<file path="src/verilog/adc_cfg_pkg.sv">
/*
 * Constants for the converter rate and reference configuration block:
 * register addresses, field positions, reset values, timing tables.
 * Assumes a 5-bit register address from the serial command decoder.
 */
package adc_cfg_pkg;
    localparam int ADDR_W = 5;
    localparam logic [4:0] SAMPLE_RATE_CONFIG_ADDR = 5'h04;
    localparam logic [4:0] VOLTAGE_SOURCE_CONTROL_ADDR = 5'h05;
    localparam logic [7:0] SAMPLE_RATE_CONFIG_RESET = 8'h14;
    localparam logic [7:0] VOLTAGE_SOURCE_CONTROL_RESET = 8'h10;

    // Sample rate config fields
    localparam int CHOP_BIT = 7;
    localparam int CLOCK_SOURCE_BIT = 6;
    localparam int CONV_MODE_BIT = 5;
    localparam int FILTER_BIT = 4;
    localparam int RATE_MSB = 3;
    localparam int RATE_LSB = 0;

    // Voltage source control fields
    localparam int MONITOR_MSB = 7;
    localparam int MONITOR_LSB = 6;
    localparam int POS_BYPASS_BIT = 5;
    localparam int NEG_BYPASS_BIT = 4;
    localparam int SOURCE_MSB = 3;
    localparam int SOURCE_LSB = 2;
    localparam int POWER_MSB = 1;
    localparam int POWER_LSB = 0;

    localparam logic [1:0] MONITOR_OFF = 2'h0;
    localparam logic [1:0] MONITOR_LOW = 2'h1;
    localparam logic [1:0] MONITOR_LOW_THIRD = 2'h2;
    localparam logic [1:0] MONITOR_LOW_PULL = 2'h3;
    localparam logic [1:0] SOURCE_PAIR0 = 2'h0;
    localparam logic [1:0] SOURCE_PAIR1 = 2'h1;
    localparam logic [1:0] SOURCE_INTERNAL = 2'h2;
    localparam logic [1:0] POWER_OFF = 2'h0;
    localparam logic [1:0] POWER_ON_SLEEPS = 2'h1;
    localparam logic [1:0] POWER_ALWAYS_ON = 2'h2;

    // Conversion period in modulator ticks, 256 kHz modulator rate
    localparam int PERIOD_W = 17;
    localparam logic [16:0] RATE_PERIOD [16] = '{
        17'h19000, 17'h0c800, 17'h06400, 17'h03c00,
        17'h03200, 17'h01400, 17'h010aa, 17'h00a00,
        17'h00500, 17'h00280, 17'h00140, 17'h00100,
        17'h00080, 17'h00040, 17'h00040, 17'h00040
    };

    // First-conversion delay in modulator ticks, by delay code
    localparam int DELAY_W = 13;
    localparam logic [12:0] START_DELAY [8] = '{
        13'h000e, 13'h0019, 13'h0040, 13'h0100,
        13'h0400, 13'h0800, 13'h1000, 13'h0001
    };

    typedef enum logic [1:0] {
        SEQ_IDLE = 2'b00,
        SEQ_DELAY = 2'b01,
        SEQ_CONVERT = 2'b11
    } seq_state_t;
endpackage : adc_cfg_pkg

</file>
<file path="src/verilog/adc_rate_and_vref_config.sv">
/*
 * Rate and reference configuration of a delta-sigma converter: two
 * registers written by serial register commands, their decoded controls,
 * and the conversion sequencer they steer (rate, mode, chop, restart).
 * Assumes the command decoder gives one-cycle write and read strobes in
 * the clk domain, and the oscillator paths give one-cycle modulator ticks.
 */
// Behaviour
// Chop on: swap inputs each conversion, output average of each reading pair.
// Clock select 0 uses internal 4.096 MHz oscillator, 1 external clock.
// Mode bit 0 continuous conversions, 1 single-shot.
// Filter bit 0 third-order sinc, 1 low-latency filter (default).
// Rate code bits 3:0 picks data rate; 0000 is 2.5 SPS, default 20 SPS.
// Monitor code: off, low 0.3 V, plus third-span, or low plus pull-together.
// Positive buffer bit 5: 0 active (default), 1 bypassed.
// Negative buffer bit 4: 0 active, 1 bypassed (default).
// Source code: pair 0, pair 1, internal 2.5 V, 11 reserved.
// Power code: off, on but sleeps in power-down, always on, 11 reserved.
// Host turns internal source on before using excitation current sources.
// Host should bypass both buffers when internal source is selected.
// Configuration write resets filter, restarts conversion after programmed delay; the code does so only when a running conversion sees a changed value.
// Registers read back last write, reserved codes too; defaults on reset.
`timescale 1ns/1ps

module adc_rate_and_vref_config #(
    parameter int DATA_W = 16
) (
    input wire logic clk,
    input wire logic reset_n,
    // Register command port
    input wire logic reg_write,
    input wire logic reg_read,
    input wire logic [adc_cfg_pkg::ADDR_W-1:0] reg_addr,
    input wire logic [7:0] reg_wdata,
    output logic [7:0] reg_rdata,
    // Conversion control
    input wire logic conv_start,
    input wire logic conv_stop,
    input wire logic power_down,
    input wire logic [2:0] conv_delay_code,
    input wire logic internal_mod_tick,
    input wire logic external_mod_tick,
    input wire logic signed [DATA_W-1:0] filter_data,
    output logic external_clock_select,
    output logic low_latency_filter,
    output logic filter_reset,
    output logic input_swap,
    output logic converting,
    output logic data_ready,
    output logic signed [DATA_W-1:0] conv_data,
    // Reference controls
    output logic low_threshold_monitor,
    output logic third_span_monitor,
    output logic pull_together_enable,
    output logic positive_buffer_bypass,
    output logic negative_buffer_bypass,
    output logic ref_pair0_select,
    output logic ref_pair1_select,
    output logic internal_ref_select,
    output logic internal_source_on
);

    logic [7:0] sample_rate_config;
    logic [7:0] voltage_source_control;
    logic [7:0] next_sample_rate_config;
    logic [7:0] next_voltage_source_control;
    logic [7:0] next_reg_rdata;
    logic config_changed;

    // Reset to defaults; any written code is stored as is
    always_comb begin
        next_sample_rate_config = sample_rate_config;
        next_voltage_source_control = voltage_source_control;
        next_reg_rdata = reg_rdata;
        config_changed = 1'b0;
        if (reg_write && reg_addr == adc_cfg_pkg::SAMPLE_RATE_CONFIG_ADDR) begin
            next_sample_rate_config = reg_wdata;
            config_changed = (reg_wdata != sample_rate_config);
        end
        if (reg_write && reg_addr == adc_cfg_pkg::VOLTAGE_SOURCE_CONTROL_ADDR) begin
            next_voltage_source_control = reg_wdata;
            config_changed = (reg_wdata != voltage_source_control);
        end
        if (reg_read) begin
            unique case (reg_addr)
                adc_cfg_pkg::SAMPLE_RATE_CONFIG_ADDR: next_reg_rdata = sample_rate_config;
                adc_cfg_pkg::VOLTAGE_SOURCE_CONTROL_ADDR: next_reg_rdata = voltage_source_control;
                default: next_reg_rdata = 8'h00; // Other registers live elsewhere
            endcase
        end
    end

    always_ff @(posedge clk) begin
        if (!reset_n) begin
            sample_rate_config <= adc_cfg_pkg::SAMPLE_RATE_CONFIG_RESET;
            voltage_source_control <= adc_cfg_pkg::VOLTAGE_SOURCE_CONTROL_RESET;
            reg_rdata <= 8'h00;
        end else begin
            sample_rate_config <= next_sample_rate_config;
            voltage_source_control <= next_voltage_source_control;
            reg_rdata <= next_reg_rdata;
        end
    end

    // Field views
    logic chop_enable;
    logic single_shot;
    logic [3:0] rate_code;
    logic [1:0] monitor_code;
    logic [1:0] source_code;
    logic [1:0] power_code;
    logic mod_tick;

    assign chop_enable = sample_rate_config[adc_cfg_pkg::CHOP_BIT];
    assign single_shot = sample_rate_config[adc_cfg_pkg::CONV_MODE_BIT];
    assign rate_code = sample_rate_config[adc_cfg_pkg::RATE_MSB:adc_cfg_pkg::RATE_LSB];
    assign monitor_code = voltage_source_control[adc_cfg_pkg::MONITOR_MSB:adc_cfg_pkg::MONITOR_LSB];
    assign source_code = voltage_source_control[adc_cfg_pkg::SOURCE_MSB:adc_cfg_pkg::SOURCE_LSB];
    assign power_code = voltage_source_control[adc_cfg_pkg::POWER_MSB:adc_cfg_pkg::POWER_LSB];

    // Modulator rate follows the chosen clock source
    assign external_clock_select = sample_rate_config[adc_cfg_pkg::CLOCK_SOURCE_BIT];
    assign mod_tick = external_clock_select ? external_mod_tick : internal_mod_tick;
    assign low_latency_filter = sample_rate_config[adc_cfg_pkg::FILTER_BIT];

    // Reference decode; reserved codes select nothing rather than guess
    assign low_threshold_monitor = (monitor_code != adc_cfg_pkg::MONITOR_OFF);
    assign third_span_monitor = (monitor_code == adc_cfg_pkg::MONITOR_LOW_THIRD);
    assign pull_together_enable = (monitor_code == adc_cfg_pkg::MONITOR_LOW_PULL);
    assign positive_buffer_bypass = voltage_source_control[adc_cfg_pkg::POS_BYPASS_BIT];
    assign negative_buffer_bypass = voltage_source_control[adc_cfg_pkg::NEG_BYPASS_BIT];
    assign ref_pair0_select = (source_code == adc_cfg_pkg::SOURCE_PAIR0);
    assign ref_pair1_select = (source_code == adc_cfg_pkg::SOURCE_PAIR1);
    assign internal_ref_select = (source_code == adc_cfg_pkg::SOURCE_INTERNAL);
    // Excitation sources depend on this level being on
    assign internal_source_on = (power_code == adc_cfg_pkg::POWER_ALWAYS_ON) ||
        (power_code == adc_cfg_pkg::POWER_ON_SLEEPS && !power_down);

    // Conversion period for a rate code; reserved code runs at the top rate
    function automatic logic [adc_cfg_pkg::PERIOD_W-1:0] rate_period(input logic [3:0] code);
        rate_period = adc_cfg_pkg::RATE_PERIOD[code];
    endfunction : rate_period

    // Sequencer state
    adc_cfg_pkg::seq_state_t state;
    adc_cfg_pkg::seq_state_t next_state;
    logic [adc_cfg_pkg::PERIOD_W-1:0] tick_count;
    logic [adc_cfg_pkg::PERIOD_W-1:0] next_tick_count;
    logic next_input_swap;
    logic pair_half;
    logic next_pair_half;
    logic signed [DATA_W-1:0] first_reading;
    logic signed [DATA_W-1:0] next_first_reading;
    logic next_data_ready;
    logic signed [DATA_W-1:0] next_conv_data;
    logic next_filter_reset;
    logic signed [DATA_W-1:0] corrected;
    logic signed [DATA_W:0] pair_sum;
    logic period_done;
    logic result_out;

    // Swapped readings are negated so the offset cancels in the sum
    assign corrected = input_swap ? -filter_data : filter_data;
    assign pair_sum = {first_reading[DATA_W-1], first_reading} + {corrected[DATA_W-1], corrected};
    assign period_done = mod_tick && (tick_count == 17'h00001);
    assign converting = (state != adc_cfg_pkg::SEQ_IDLE);

    always_comb begin
        next_state = state;
        next_tick_count = tick_count;
        next_input_swap = input_swap;
        next_pair_half = pair_half;
        next_first_reading = first_reading;
        next_data_ready = 1'b0;
        next_conv_data = conv_data;
        next_filter_reset = 1'b0;
        result_out = 1'b0;
        unique case (state)
            adc_cfg_pkg::SEQ_IDLE: begin
                if (conv_start) begin
                    next_state = adc_cfg_pkg::SEQ_DELAY;
                    next_tick_count = {4'h0, adc_cfg_pkg::START_DELAY[conv_delay_code]};
                    next_filter_reset = 1'b1;
                    next_input_swap = 1'b0;
                    next_pair_half = 1'b0;
                end
            end
            adc_cfg_pkg::SEQ_DELAY: begin
                // First result only after the programmed conversion delay
                if (mod_tick) begin
                    if (tick_count == 17'h00001) begin
                        next_state = adc_cfg_pkg::SEQ_CONVERT;
                        next_tick_count = rate_period(rate_code);
                    end else begin
                        next_tick_count = tick_count - 17'h00001;
                    end
                end
            end
            adc_cfg_pkg::SEQ_CONVERT: begin
                if (mod_tick) begin
                    next_tick_count = period_done ? rate_period(rate_code) : tick_count - 17'h00001;
                end
                if (period_done) begin
                    if (chop_enable) begin
                        // Pair of readings with opposite polarity
                        next_input_swap = !input_swap;
                        next_pair_half = !pair_half;
                        if (!pair_half) begin
                            next_first_reading = corrected;
                        end else begin
                            next_conv_data = pair_sum[DATA_W:1];
                            next_data_ready = 1'b1;
                            result_out = 1'b1;
                        end
                    end else begin
                        next_conv_data = filter_data;
                        next_data_ready = 1'b1;
                        result_out = 1'b1;
                    end
                    // Single-shot halts after its one result
                    if (result_out && single_shot) begin
                        next_state = adc_cfg_pkg::SEQ_IDLE;
                    end
                end
            end
            default: next_state = adc_cfg_pkg::SEQ_IDLE; // Code 10 is illegal
        endcase
        // Restart on config change wins over a result in the same cycle
        if (config_changed && state != adc_cfg_pkg::SEQ_IDLE) begin
            next_state = adc_cfg_pkg::SEQ_DELAY;
            next_tick_count = {4'h0, adc_cfg_pkg::START_DELAY[conv_delay_code]};
            next_filter_reset = 1'b1;
            next_input_swap = 1'b0;
            next_pair_half = 1'b0;
            next_data_ready = 1'b0;
            next_conv_data = conv_data;
        end
        // Stop and power-down end conversions outright
        if (conv_stop || power_down) begin
            next_state = adc_cfg_pkg::SEQ_IDLE;
            next_input_swap = 1'b0;
            next_pair_half = 1'b0;
        end
    end

    always_ff @(posedge clk) begin
        if (!reset_n) begin
            state <= adc_cfg_pkg::SEQ_IDLE;
            tick_count <= 17'h00000;
            input_swap <= 1'b0;
            pair_half <= 1'b0;
            first_reading <= '0;
            data_ready <= 1'b0;
            conv_data <= '0;
            filter_reset <= 1'b0;
        end else begin
            state <= next_state;
            tick_count <= next_tick_count;
            input_swap <= next_input_swap;
            pair_half <= next_pair_half;
            first_reading <= next_first_reading;
            data_ready <= next_data_ready;
            conv_data <= next_conv_data;
            filter_reset <= next_filter_reset;
        end
    end

endmodule : adc_rate_and_vref_config

</file>
<file path="config.mk">
export PLATFORM = sky130hd
export DESIGN_NAME = adc_rate_and_vref_config
export DESIGN_NICKNAME = d
export VERILOG_FILES = /design/src/verilog/adc_cfg_pkg.sv /design/src/verilog/adc_rate_and_vref_config.sv
export SDC_FILE = /design/constraint.sdc
export NUM_CORES = 1
export LEC_CHECK = 0
export ABC_AREA = 1
export BUFFER_PORTS_ARGS = -buffer_cell sky130_fd_sc_hd__buf_2
export CAP_MARGIN = 15
export CORE_AREA = 2 2 114 116
export DETAILED_ROUTE_END_ITERATION = 16
export DIE_AREA = 0 0 116 118
export GPL_TIMING_DRIVEN = 0
export PLACE_DENSITY = 0.73
export SYNTH_ARGS = -nofsm -noshare
export SYNTH_HDL_FRONTEND = slang
export SYNTH_SLANG_ARGS = --single-unit
export TNS_END_PERCENT = 20
</file>
<file path="constraint.sdc">
create_clock -name clk -period 2.3 [get_ports clk]
set_input_delay 0.115 -clock clk [delete_from_list [all_inputs] [get_ports clk]]
set_output_delay 0.115 -clock clk [all_outputs]
set_load 0.02 [all_outputs]
</file>
## Word level (Yosys, flattened, before mapping)

Memory sizes are Yosys's and may differ from the RTL's.
Cells that the tools add are included.

- Flip-flop bits (word level): 79
- Memory bits (read-only): 376
- Output and inout port bits: 39
- Logic and storage cells: 122
- Memories: 2

- $add $sub $neg: 3
- Order comparisons: 2
- Equal/unequal tests: 27
- Mux-type cells: 39
- Bitwise gates (word level): 7
- Reduce and logical (&&, ||, !) cells: 29

Memory list:

| memory | words | width | read ports | clocked after memory_dff | write ports | line | text |
|---|---|---|---|---|---|---|---|
| (name not given) | 16 | 17 | 1 | 0 | 0 | adc_rate_and_vref_config.sv:141 | `rate_period = adc_cfg_pkg::RATE_PERIOD[code];` |
| (name not given) | 8 | 13 | 1 | 0 | 0 | adc_rate_and_vref_config.sv:231 | `next_tick_count = {4'h0, adc_cfg_pkg::START_DELAY[conv_delay_code]};` |

Operators with widths:

| operator | count |
|---|---|
| 17-bit two-way mux | 7 |
| 17-bit case mux with 3 select lines | 1 |
| 16-bit two-way mux | 3 |
| 13-bit two-way mux | 3 |
| 4-bit AND reduction | 5 |
| 3-bit inequality test (second input constant) | 6 |
| 16-bit by 16-bit adder with 17-bit output | 1 |
| 17-bit by 1-bit equality test with 1-bit output (second input constant) | 1 |
| 17-bit by 1-bit subtractor with 17-bit output (second input constant) | 1 |
| 1-bit two-way mux | 16 |
| 8-bit inequality test | 2 |
| 16-bit negator | 1 |
| 8-bit case mux with 2 select lines | 1 |
| 2-bit inequality test (second input constant) | 7 |
| 2-bit equality test (second input constant) | 5 |
| 5-bit by 3-bit equality test with 1-bit output (second input constant) | 2 |
| 2-bit two-way mux | 5 |
| 5-bit AND reduction | 2 |
| 2-bit by 1-bit equality test with 1-bit output (second input constant) | 3 |
| 1-bit logical AND | 6 |
| 2-bit case mux with 3 select lines | 1 |
| 2-bit nonzero test | 3 |
| 5-bit >= comparator (second input constant) | 1 |
| 1-bit inverter | 5 |
| 13 further kinds | 19 |

## Depth between registers and ports, before layout

Gate-level depths: netlist of run 1.

- Depth in word-level cells: 9
- Mapped depth: 19
- Mapped depth without buffers: 19

## Worst setup path after synthesis of run 1

No wires, ideal clock.

- Path kind: reg2reg
- Start point: register input_swap
- End point: register conv_data[5]
- Data arrival time: 2.264 ns
- Path slack: -0.080 ns
- Cell stages (with the launch flop): 13
- Buffers on the path: 1
- Cell sequence: dfxtp_1 clkbuf_1 o21ai_0 fa_1 nand3_1 nand2_1 nand2_1 nand2_1 or2_2 nand3_1 o21ai_0 nor2_1 nor2_1

- Cells in the longest elaborated chain, start to end: 4

Ends and longest elaborated chain:

| what | line | text |
|---|---|---|
| from (decl) | adc_rate_and_vref_config.sv:47 | `output logic input_swap,` |
| from (signal assigned) | adc_rate_and_vref_config.sv:259 | `input_swap <= next_input_swap;` |
| 16-bit two-way mux | adc_rate_and_vref_config.sv:163 | `assign corrected = input_swap ? -filter_data : filter_data;` |
| via corrected[1] | adc_rate_and_vref_config.sv:157 | `logic signed [DATA_W-1:0] corrected;` |
| 16-bit by 16-bit adder with 17-bit output | adc_rate_and_vref_config.sv:164 | `assign pair_sum = {first_reading[DATA_W-1], first_reading} + {corrected[DATA_W-1], corrected};` |
| 16-bit two-way mux | adc_rate_and_vref_config.sv:208 | `if (!pair_half) begin` |
| 16-bit two-way mux | adc_rate_and_vref_config.sv:204 | `if (chop_enable) begin` |
| to (signal assigned) | adc_rate_and_vref_config.sv:263 | `conv_data <= next_conv_data;` |
| to (decl) | adc_rate_and_vref_config.sv:50 | `output logic signed [DATA_W-1:0] conv_data,` |

The timed path passes the listed nets, and every way through them passes these cells. The select of a mux whose other input is x is not followed.
A chain may end at the register's enable or synchronous reset.

## Worst setup path in the final report of run 1

- Start point: register input_swap
- End point: register conv_data[14]

The elaborated chain is that of the path after synthesis.

==> results of run 1 <==
==> repair_timing <==
| item | in CTS | in global routing |
|---|---|---|
| pin swaps | 1 | 51 |
| cloned | 0 | 1 |
| setup endpoints to repair | 12 | 12 |
| resized for setup | 15 | 91 |
| buffers inserted | 1 | 21 |
==> power breakdown <==
part / switching (mW) / internal, mW
Clock: 0.637 / 0.955
Combinational: 0.462 / 0.258
Sequential: 0.0345 / 1.40
==> kinds of logic (layout without fill, tap and decap cells) <==
family                   count (synthesis)  after routing  share of synthesized area
adder cells (fa/ha/maj)                 26             26                     0.0546
flip-flops                              79             79                      0.260
AO/OA/AOI/OAI                          155            155                      0.138
AND/OR/NAND/NOR                        509            509                      0.382
XOR/XNOR                                34             34                     0.0501
buffers and inverters                  173            291                      0.115
==> routing by layer <==
metal | global-route usage | vias up
met5 | 0 | -
met4 | 0.0789 | 0
met3 | 0.0556 | 34
met2 | 0.435 | 186
met1 | 0.330 | 3031
li1 | - | 3336
==> area by class of cell <==
| class | count | area, sq um | area share |
|---|---|---|---|
| plain buffers | 25 | 161 | 0.0212 |
| clock buffers | 9 | 225 | 0.0296 |
| clock inverters | 7 | 96.3 | 0.0126 |
| well taps | 172 | 215 | 0.0282 |
| repair buffers | 102 | 594 | 0.0780 |
| multi-input cells | 724 | 4170 | 0.548 |
| inverters | 148 | 571 | 0.0749 |
| flip-flops and latches | 79 | 1590 | 0.208 |
==> worst paths after layout <==
check	start	end	cells after the start
worst max-delay path	input_swap	conv_data[14]	14
worst min-delay path	conv_stop	state[0]	4
worst max register to register	input_swap	conv_data[14]	14
worst min register to register	conv_data[15]	conv_data[15]	2
==> state kept, by name (all words and copies together) (netlist names) <==
name,flops
tick_count,17
state,2
data_ready,1
sample_rate_config,8
input_swap,1
reg_rdata,8
first_reading,16
filter_reset,1
pair_half,1
conv_data,16
voltage_source_control,8
==> metrics by stage <==
step / setup slack (ns) / total power, mW
3_3_place_gp: -0.650 / 2.11
5_1_grt: -0.145 / 3.91
6_report: -0.0311 / 3.75
2_1_floorplan: 0.0122 / 1.93
3_5_place_dp: -0.666 / 2.11
4_1_cts: -0.0349 / 3.69
==> synth_stat cells, types with 2 or more instances <==
cell,number
nand2_1,274
nand4_1,13
nand2_2,8
buf_4,6
nor2_8,2
and3_1,4
a21oi_2,3
a21oi_1,64
nand3_1,49
xnor2_1,10
nor3_2,2
inv_2,7
nor3_1,19
buf_6,3
nor2_1,105
nand2_4,7
xor2_1,23
dfxtp_1,79
o21ai_0,67
or2_2,2
o211ai_1,2
o22ai_1,2
clkbuf_1,10
inv_1,140
nand4_2,2
buf_2,5
nor2_4,7
o221ai_1,8
ha_1,25
nand3b_1,3
nor2_2,6
a31oi_1,6
==> critical path, stage by stage (launching register included) <==
cell,delay (ns)
dfxtp_4,0.45
buf_12,0.15
o21ai_1,0.07
xor2_1,0.16
ha_1,0.41
nand2_4,0.14
inv_4,0.04
nand2_2,0.07
nand2_2,0.08
a21oi_4,0.19
nand2_2,0.05
nand2_1,0.06
nand3_1,0.10
nand4_1,0.14
a21oi_1,0.07
==> impl_summary.log, run 1 <==
[metrics] run status: complete, but fails checks
[metrics] violated checks: setup timing
[metrics] Via density: 5.20
[metrics] met3 routed wirelength: a little under 900 um
[metrics] Longest Clk Path Bufs: 2
[metrics] sort of element at the start of the critical path: flop
[metrics] Area contributors post-synth: dfxtp_1 (26%), nand2_1 (17%), inv_1 (8.6%)
[metrics] type of element capturing the critical path: flop
[metrics] area share of the largest cell type after synthesis: 0.260
[metrics] CTS tree: done
[metrics] Placer Congestion: 0.931
[metrics] Cells after Synth: 976
[metrics] width of the die: between 100 and 150 um
[metrics] number of buffers inserted by hold repair at cts: 0
[metrics] largest area contributor in the netlist: dfxtp_1
[metrics] type of the worst setup path: flop to flop
[metrics] uppermost layer routed: met4
[metrics] drt first pass iters: 5
[metrics] Clock transition at path regs: 0.06 ns
[metrics] setup TNS: -0.0311 ns
[metrics] library cells used by synthesis: 45
[metrics] P_leak: between 3 and 4 nW
[metrics] vias post-DR: 6587
[metrics] first-pass GRT wire length: ~28000 um
[metrics] antenna viol nets, final: 0
[metrics] count of routing violations after the opening detailed-route iteration: just over 500
[metrics] worst slew pin tran: about 0.7 ns
[metrics] number of warnings printed during yosys synthesis: 0
[metrics] initial antenna violation count: 0
[metrics] CTS H-Tree Depth: 3
[metrics] Final Core Density: 0.614
[metrics] cell area after synthesis: between 0.006 and 0.007 sq mm
[metrics] Hold Worst Slack: 0.0558 ns
[metrics] endpoints failing hold: 0
[metrics] pin count of the biggest net entering global routing: 15
[metrics] DP Cell Count: approximately 1200
[metrics] total of buffers placed on input and output ports: 79
[metrics] Reg2Reg Setup Slack: -0.03 ns
[metrics] Final Cycle Share: 1.01
[metrics] area of all placed cells without fillers: approximately 0.0076 sq mm
[metrics] data arrival time of the critical path: roughly 2.5 ns
[metrics] standard cell area after detailed placement: about 0.0067 sq mm
[metrics] later-pin clock latency in the skew report: 0.35 ns
[metrics] most frequent standard cell in the layout excluding fill and tap cells: nand2_1
[metrics] worst path required time: 2.51 ns
[metrics] worst voltage drop across the vdd grid: 0.000318 V
[metrics] residual overflow from global routing: 0
[metrics] most used flip-flop cell after synthesis: dfxtp_1
[metrics] number of setup violations in the final report: 1
[metrics] post-layout min period: 2.33 ns
[metrics] number of buffers created by CTS: 9
[metrics] via count of the first global-routing pass: a little under 6000
[metrics] async set-reset flop share out of synthesis: 0
[metrics] RSZ-0062 raised after global routing: true
[metrics] I/O pin count: 80
[metrics] final-report max-slew violation count: 0
[metrics] final std cells w/o fill: between 1000 and 1500
[metrics] initial cell density of the core: 0.491
[metrics] DIE HEIGHT: 118 um
[metrics] synthesized area per cell: approximately 6.2 sq um
[metrics] power density cells: between 400 and 500 mW/mm^2
[metrics] Syn-to-layout area delta: 25.1%
[metrics] Max Clk Rate: 0.429 GHz
[metrics] number of nets in the synthesized netlist: around 1000
[metrics] highest-count cells in the layout ignoring fill and taps: nand2_1 (250), inv_1 (132), nor2_1 (98)
[metrics] maximum net fanout on the critical path: 6
[metrics] final routed DRC violation total: 0
[metrics] synthesis-stage register bit count: between 70 and 80
[metrics] half-perimeter wire length after detailed placement: approximately 13000 um
[metrics] floorplan die area: about 0.014 sq mm
[metrics] number of nets at the end of the flow: ~1200
[metrics] clock sink count: 79
[metrics] headroom to the max-slew limit: 0.536
[metrics] total of fill cells in the finished design: approximately 1200
[metrics] wire length per cell after detailed routing: around 14 um
[metrics] Worst Skew: around 0.0044 ns
[metrics] core footprint: approximately 0.012 sq mm
[metrics] Metal-1 WL: between 8000 and 9000 um
[metrics] number of flops mapped to enable cells by yosys: 0
[metrics] total track usage: 0.259
[metrics] root buffer selected by CTS: clkbuf_16
[metrics] detailed-routed wire length on met2: 9010 um
[metrics] total wire length after detailed routing: ~18000 um
[metrics] row cnt: 41
[metrics] worst min path class: primary input to flop
[metrics] Antenna Cells: 0
[metrics] sequential area share after synthesis: 0.260
[metrics] worst setup slack after layout: -0.0311 ns
[metrics] fraction of layout cells with a size suffix above 1: 0.236
[metrics] max-cap violations: 0
(Power assumes the default switching activity.)
==> run 2, diff against run 1 <==
--- a/config.mk
+++ b/config.mk
@@ -8,9 +8,9 @@
 export ABC_AREA = 1
 export BUFFER_PORTS_ARGS = -buffer_cell sky130_fd_sc_hd__buf_2
 export CAP_MARGIN = 15
-export CORE_AREA = 2 2 114 116
+export CORE_AREA = 2 2 120 110
 export DETAILED_ROUTE_END_ITERATION = 16
-export DIE_AREA = 0 0 116 118
+export DIE_AREA = 0 0 122 112
 export GPL_TIMING_DRIVEN = 0
 export PLACE_DENSITY = 0.73
 export SYNTH_ARGS = -nofsm -noshare
==> impl_summary.log, run 2 (synthesized netlist as in run 1, its figures left out) <==
[metrics] final-report max-slew violation count: 0 (unchanged)
[metrics] number of buffers created by CTS: 9 (unchanged)
[metrics] Final Core Density: 0.614 (about the same)
[metrics] residual overflow from global routing: 0 (unchanged)
[metrics] I/O pin count: 80 (unchanged)
[metrics] total track usage: 0.263 (was 0.259)
[metrics] antenna viol nets, final: 0 (unchanged)
[metrics] type of the worst setup path: primary input to flop (was flop to flop)
[metrics] wire length per cell after detailed routing: 14.6 um (was 14.5 um)
[metrics] total design power: 3.79 mW (was 3.75 mW)
[metrics] data arrival time of the critical path: 2.67 ns (was 2.54 ns)
[metrics] DP Cell Count: 1219 (was 1227)
[metrics] pin count of the biggest net entering global routing: 16 (was 15)
[metrics] initial antenna violation count: 0 (unchanged)
[metrics] Final Cycle Share: 1.04 (was 1.01)
[metrics] Placer Congestion: 0.978 (was 0.931)
[metrics] max-cap violations: 0 (unchanged)
[metrics] initial cell density of the core: 0.489 (was 0.491)
[metrics] number of buffers inserted by hold repair at cts: 0 (unchanged)
[metrics] P_leak: 3.87 nW (was 3.86 nW)
[metrics] vias post-DR: 6567 (was 6587)
[metrics] worst path required time: 2.58 ns (was 2.51 ns)
[metrics] headroom to the max-slew limit: 0.506 (was 0.536)
[metrics] total wire length after detailed routing: 18400 um (was 18300 um)
[metrics] setup TNS: -0.116 ns (was -0.0311 ns)
[metrics] registers with the most flip-flops: tick_count: 17 flops, conv_data: 16 flops, first_reading: 16 flops (unchanged)
[metrics] count of routing violations after the opening detailed-route iteration: 560 (was 503)
[metrics] clock sink count: 79 (unchanged)
[metrics] half-perimeter wire length after detailed placement: 13300 um (about the same)
[metrics] combined area of the multi-input logic cells: 0.00416 sq mm (was 0.00417 sq mm)
[metrics] final std cells w/o fill: 1264 (was 1266)
[metrics] CTS tree: done (unchanged)
[metrics] core footprint: 0.0124 sq mm (about the same)
[metrics] run status: complete, but fails checks (unchanged)
[metrics] endpoints failing hold: 0 (unchanged)
[metrics] sequential cell area: 0.00159 sq mm (unchanged)
[metrics] Clock transition at path regs: 0.06 ns (about the same)
[metrics] post-layout min period: 2.38 ns (was 2.33 ns)
[metrics] worst voltage drop across the vdd grid: 0.000340 V (was 0.000318 V)
[metrics] CTS H-Tree Depth: 3 (unchanged)
[metrics] maximum net fanout on the critical path: 3 (was 6)
[metrics] number of flip-flops in the largest register: 17 (unchanged)
[metrics] width of the die: 122 um (was 116 um)
[metrics] DIE HEIGHT: 112 um (was 118 um)
[metrics] sort of element at the start of the critical path: primary input (was flop)
[metrics] total of fill cells in the finished design: 1172 (was 1214)
[metrics] drt first pass iters: 6 (was 5)
[metrics] Syn-to-layout area delta: 25.3% (was 25.1%)
[metrics] most frequent standard cell in the layout excluding fill and tap cells: nand2_1 (unchanged)
[metrics] root buffer selected by CTS: clkbuf_16 (unchanged)
[metrics] Max Clk Rate: 0.420 GHz (was 0.429 GHz)
[metrics] number of setup violations in the final report: 3 (was 1)
[metrics] worst setup slack after layout: -0.0813 ns (was -0.0311 ns)
[metrics] worst slew pin tran: 0.740 ns (was 0.697 ns)
[metrics] row cnt: 39 (was 41)
[metrics] total of buffers placed on input and output ports: 79 (unchanged)
[metrics] Worst Skew: 0.00669 ns (was 0.00442 ns)
[metrics] floorplan die area: 0.0137 sq mm (about the same)
[metrics] final routed DRC violation total: 0 (unchanged)
[metrics] violated checks: setup timing (unchanged)
[metrics] Hold Worst Slack: 0.0453 ns (was 0.0558 ns)
[metrics] Via density: 5.20 (about the same)
[metrics] via count of the first global-routing pass: 5857 (was 5903)
[metrics] later-pin clock latency in the skew report: 0.36 ns (was 0.35 ns)
[metrics] Longest Clk Path Bufs: 2 (unchanged)
[metrics] first-pass GRT wire length: 28600 um (was 28200 um)
[metrics] fraction of layout cells with a size suffix above 1: 0.235 (was 0.236)
[metrics] worst min path class: primary input to flop (unchanged)
[metrics] type of element capturing the critical path: flop (unchanged)
[metrics] RSZ-0062 raised after global routing: true (unchanged)
[metrics] highest-count cells in the layout ignoring fill and taps: nand2_1 (256), inv_1 (133), nor2_1 (98) (was nand2_1 (250), inv_1 (132), nor2_1 (98))
[metrics] register with the most flip-flops: tick_count (unchanged)
[metrics] number of nets at the end of the flow: 1162 (was 1156)
[metrics] power density cells: 496 mW/mm^2 (was 492 mW/mm^2)
[metrics] Antenna Cells: 0 (unchanged)
-- run 2: cell types whose count changed in the layout (fill, tap and decap cells not counted), sizes merged --
cell	previous run	this run
buf	117	123
clkinv	5	3
inv	148	150
-- run 2: final timing paths --
kind | from | cells past startpoint | to | slack [ns]
max | filter_data[1] | 18 | conv_data[14] | -0.08
min reg2reg | conv_data[15] | 2 | conv_data[15] | 0.46
max reg2reg | input_swap | 13 | conv_data[5] | -0.02
min | filter_data[15] | 3 | first_reading[15] | 0.05
-- run 2: layout make-up --
| type | count | share of cell area |
|---|---|---|
| multi-input cells | 724 | 0.545 |
| clock buffers | 9 | 0.0295 |
| well taps | 164 | 0.0269 |
| inverters | 148 | 0.0741 |
| clock inverters | 7 | 0.0134 |
| repair buffers | 108 | 0.0834 |
| flip-flops and latches | 79 | 0.208 |
| plain buffers | 25 | 0.0205 |
-- run 2: critical path, stage by stage --
cell and delay, ns:
buf_2 0.13, inv_2 0.10, ha_4 0.16, nand4_1 0.21
nor2_4 0.26, nand3_2 0.10, nand2_2 0.13, xor2_4 0.25
ha_4 0.25, nand2_2 0.09, inv_2 0.05, nand2_2 0.05
nand2_2 0.07, a21oi_2 0.17, nand3_1 0.10, nand3_2 0.07
nand4_1 0.16, a21oi_2 0.18
-- run 2: per-layer routing --
layer / global-route usage / vias to the layer above / routed length, um
met3: 0.0584 / 43 / 1310
met1: 0.356 / 2935 / 8190
met2: 0.415 / 251 / 8420
met5: 0 / - / 0
met4: 0.0866 / 0 / 531
li1: - / 3338 / -
-- run 2: timing repair --
item	4_1_cts	5_1_grt
hold endpoints to repair	0	0
pin swaps	6	48
cloned	0	1
resized for setup	23	66
endpoints found under the setup margin	12	12
setup buffers	6	22
-- run 2: through the flow --
step           area, sq um  setup slack (ns)
2_1_floorplan         6090            0.0122
3_3_place_gp          6690            -0.542
3_5_place_dp          6690            -0.598
4_1_cts               7170           -0.0168
5_1_grt               7630            -0.236
6_report              7630           -0.0813
-- run 2: report_power, final --
group          total, mW  switching [mW]  internal [mW]
Clock               1.63           0.665          0.966
Sequential          1.44          0.0354           1.40
Combinational      0.721           0.458          0.264
Total               3.79            1.16           2.63
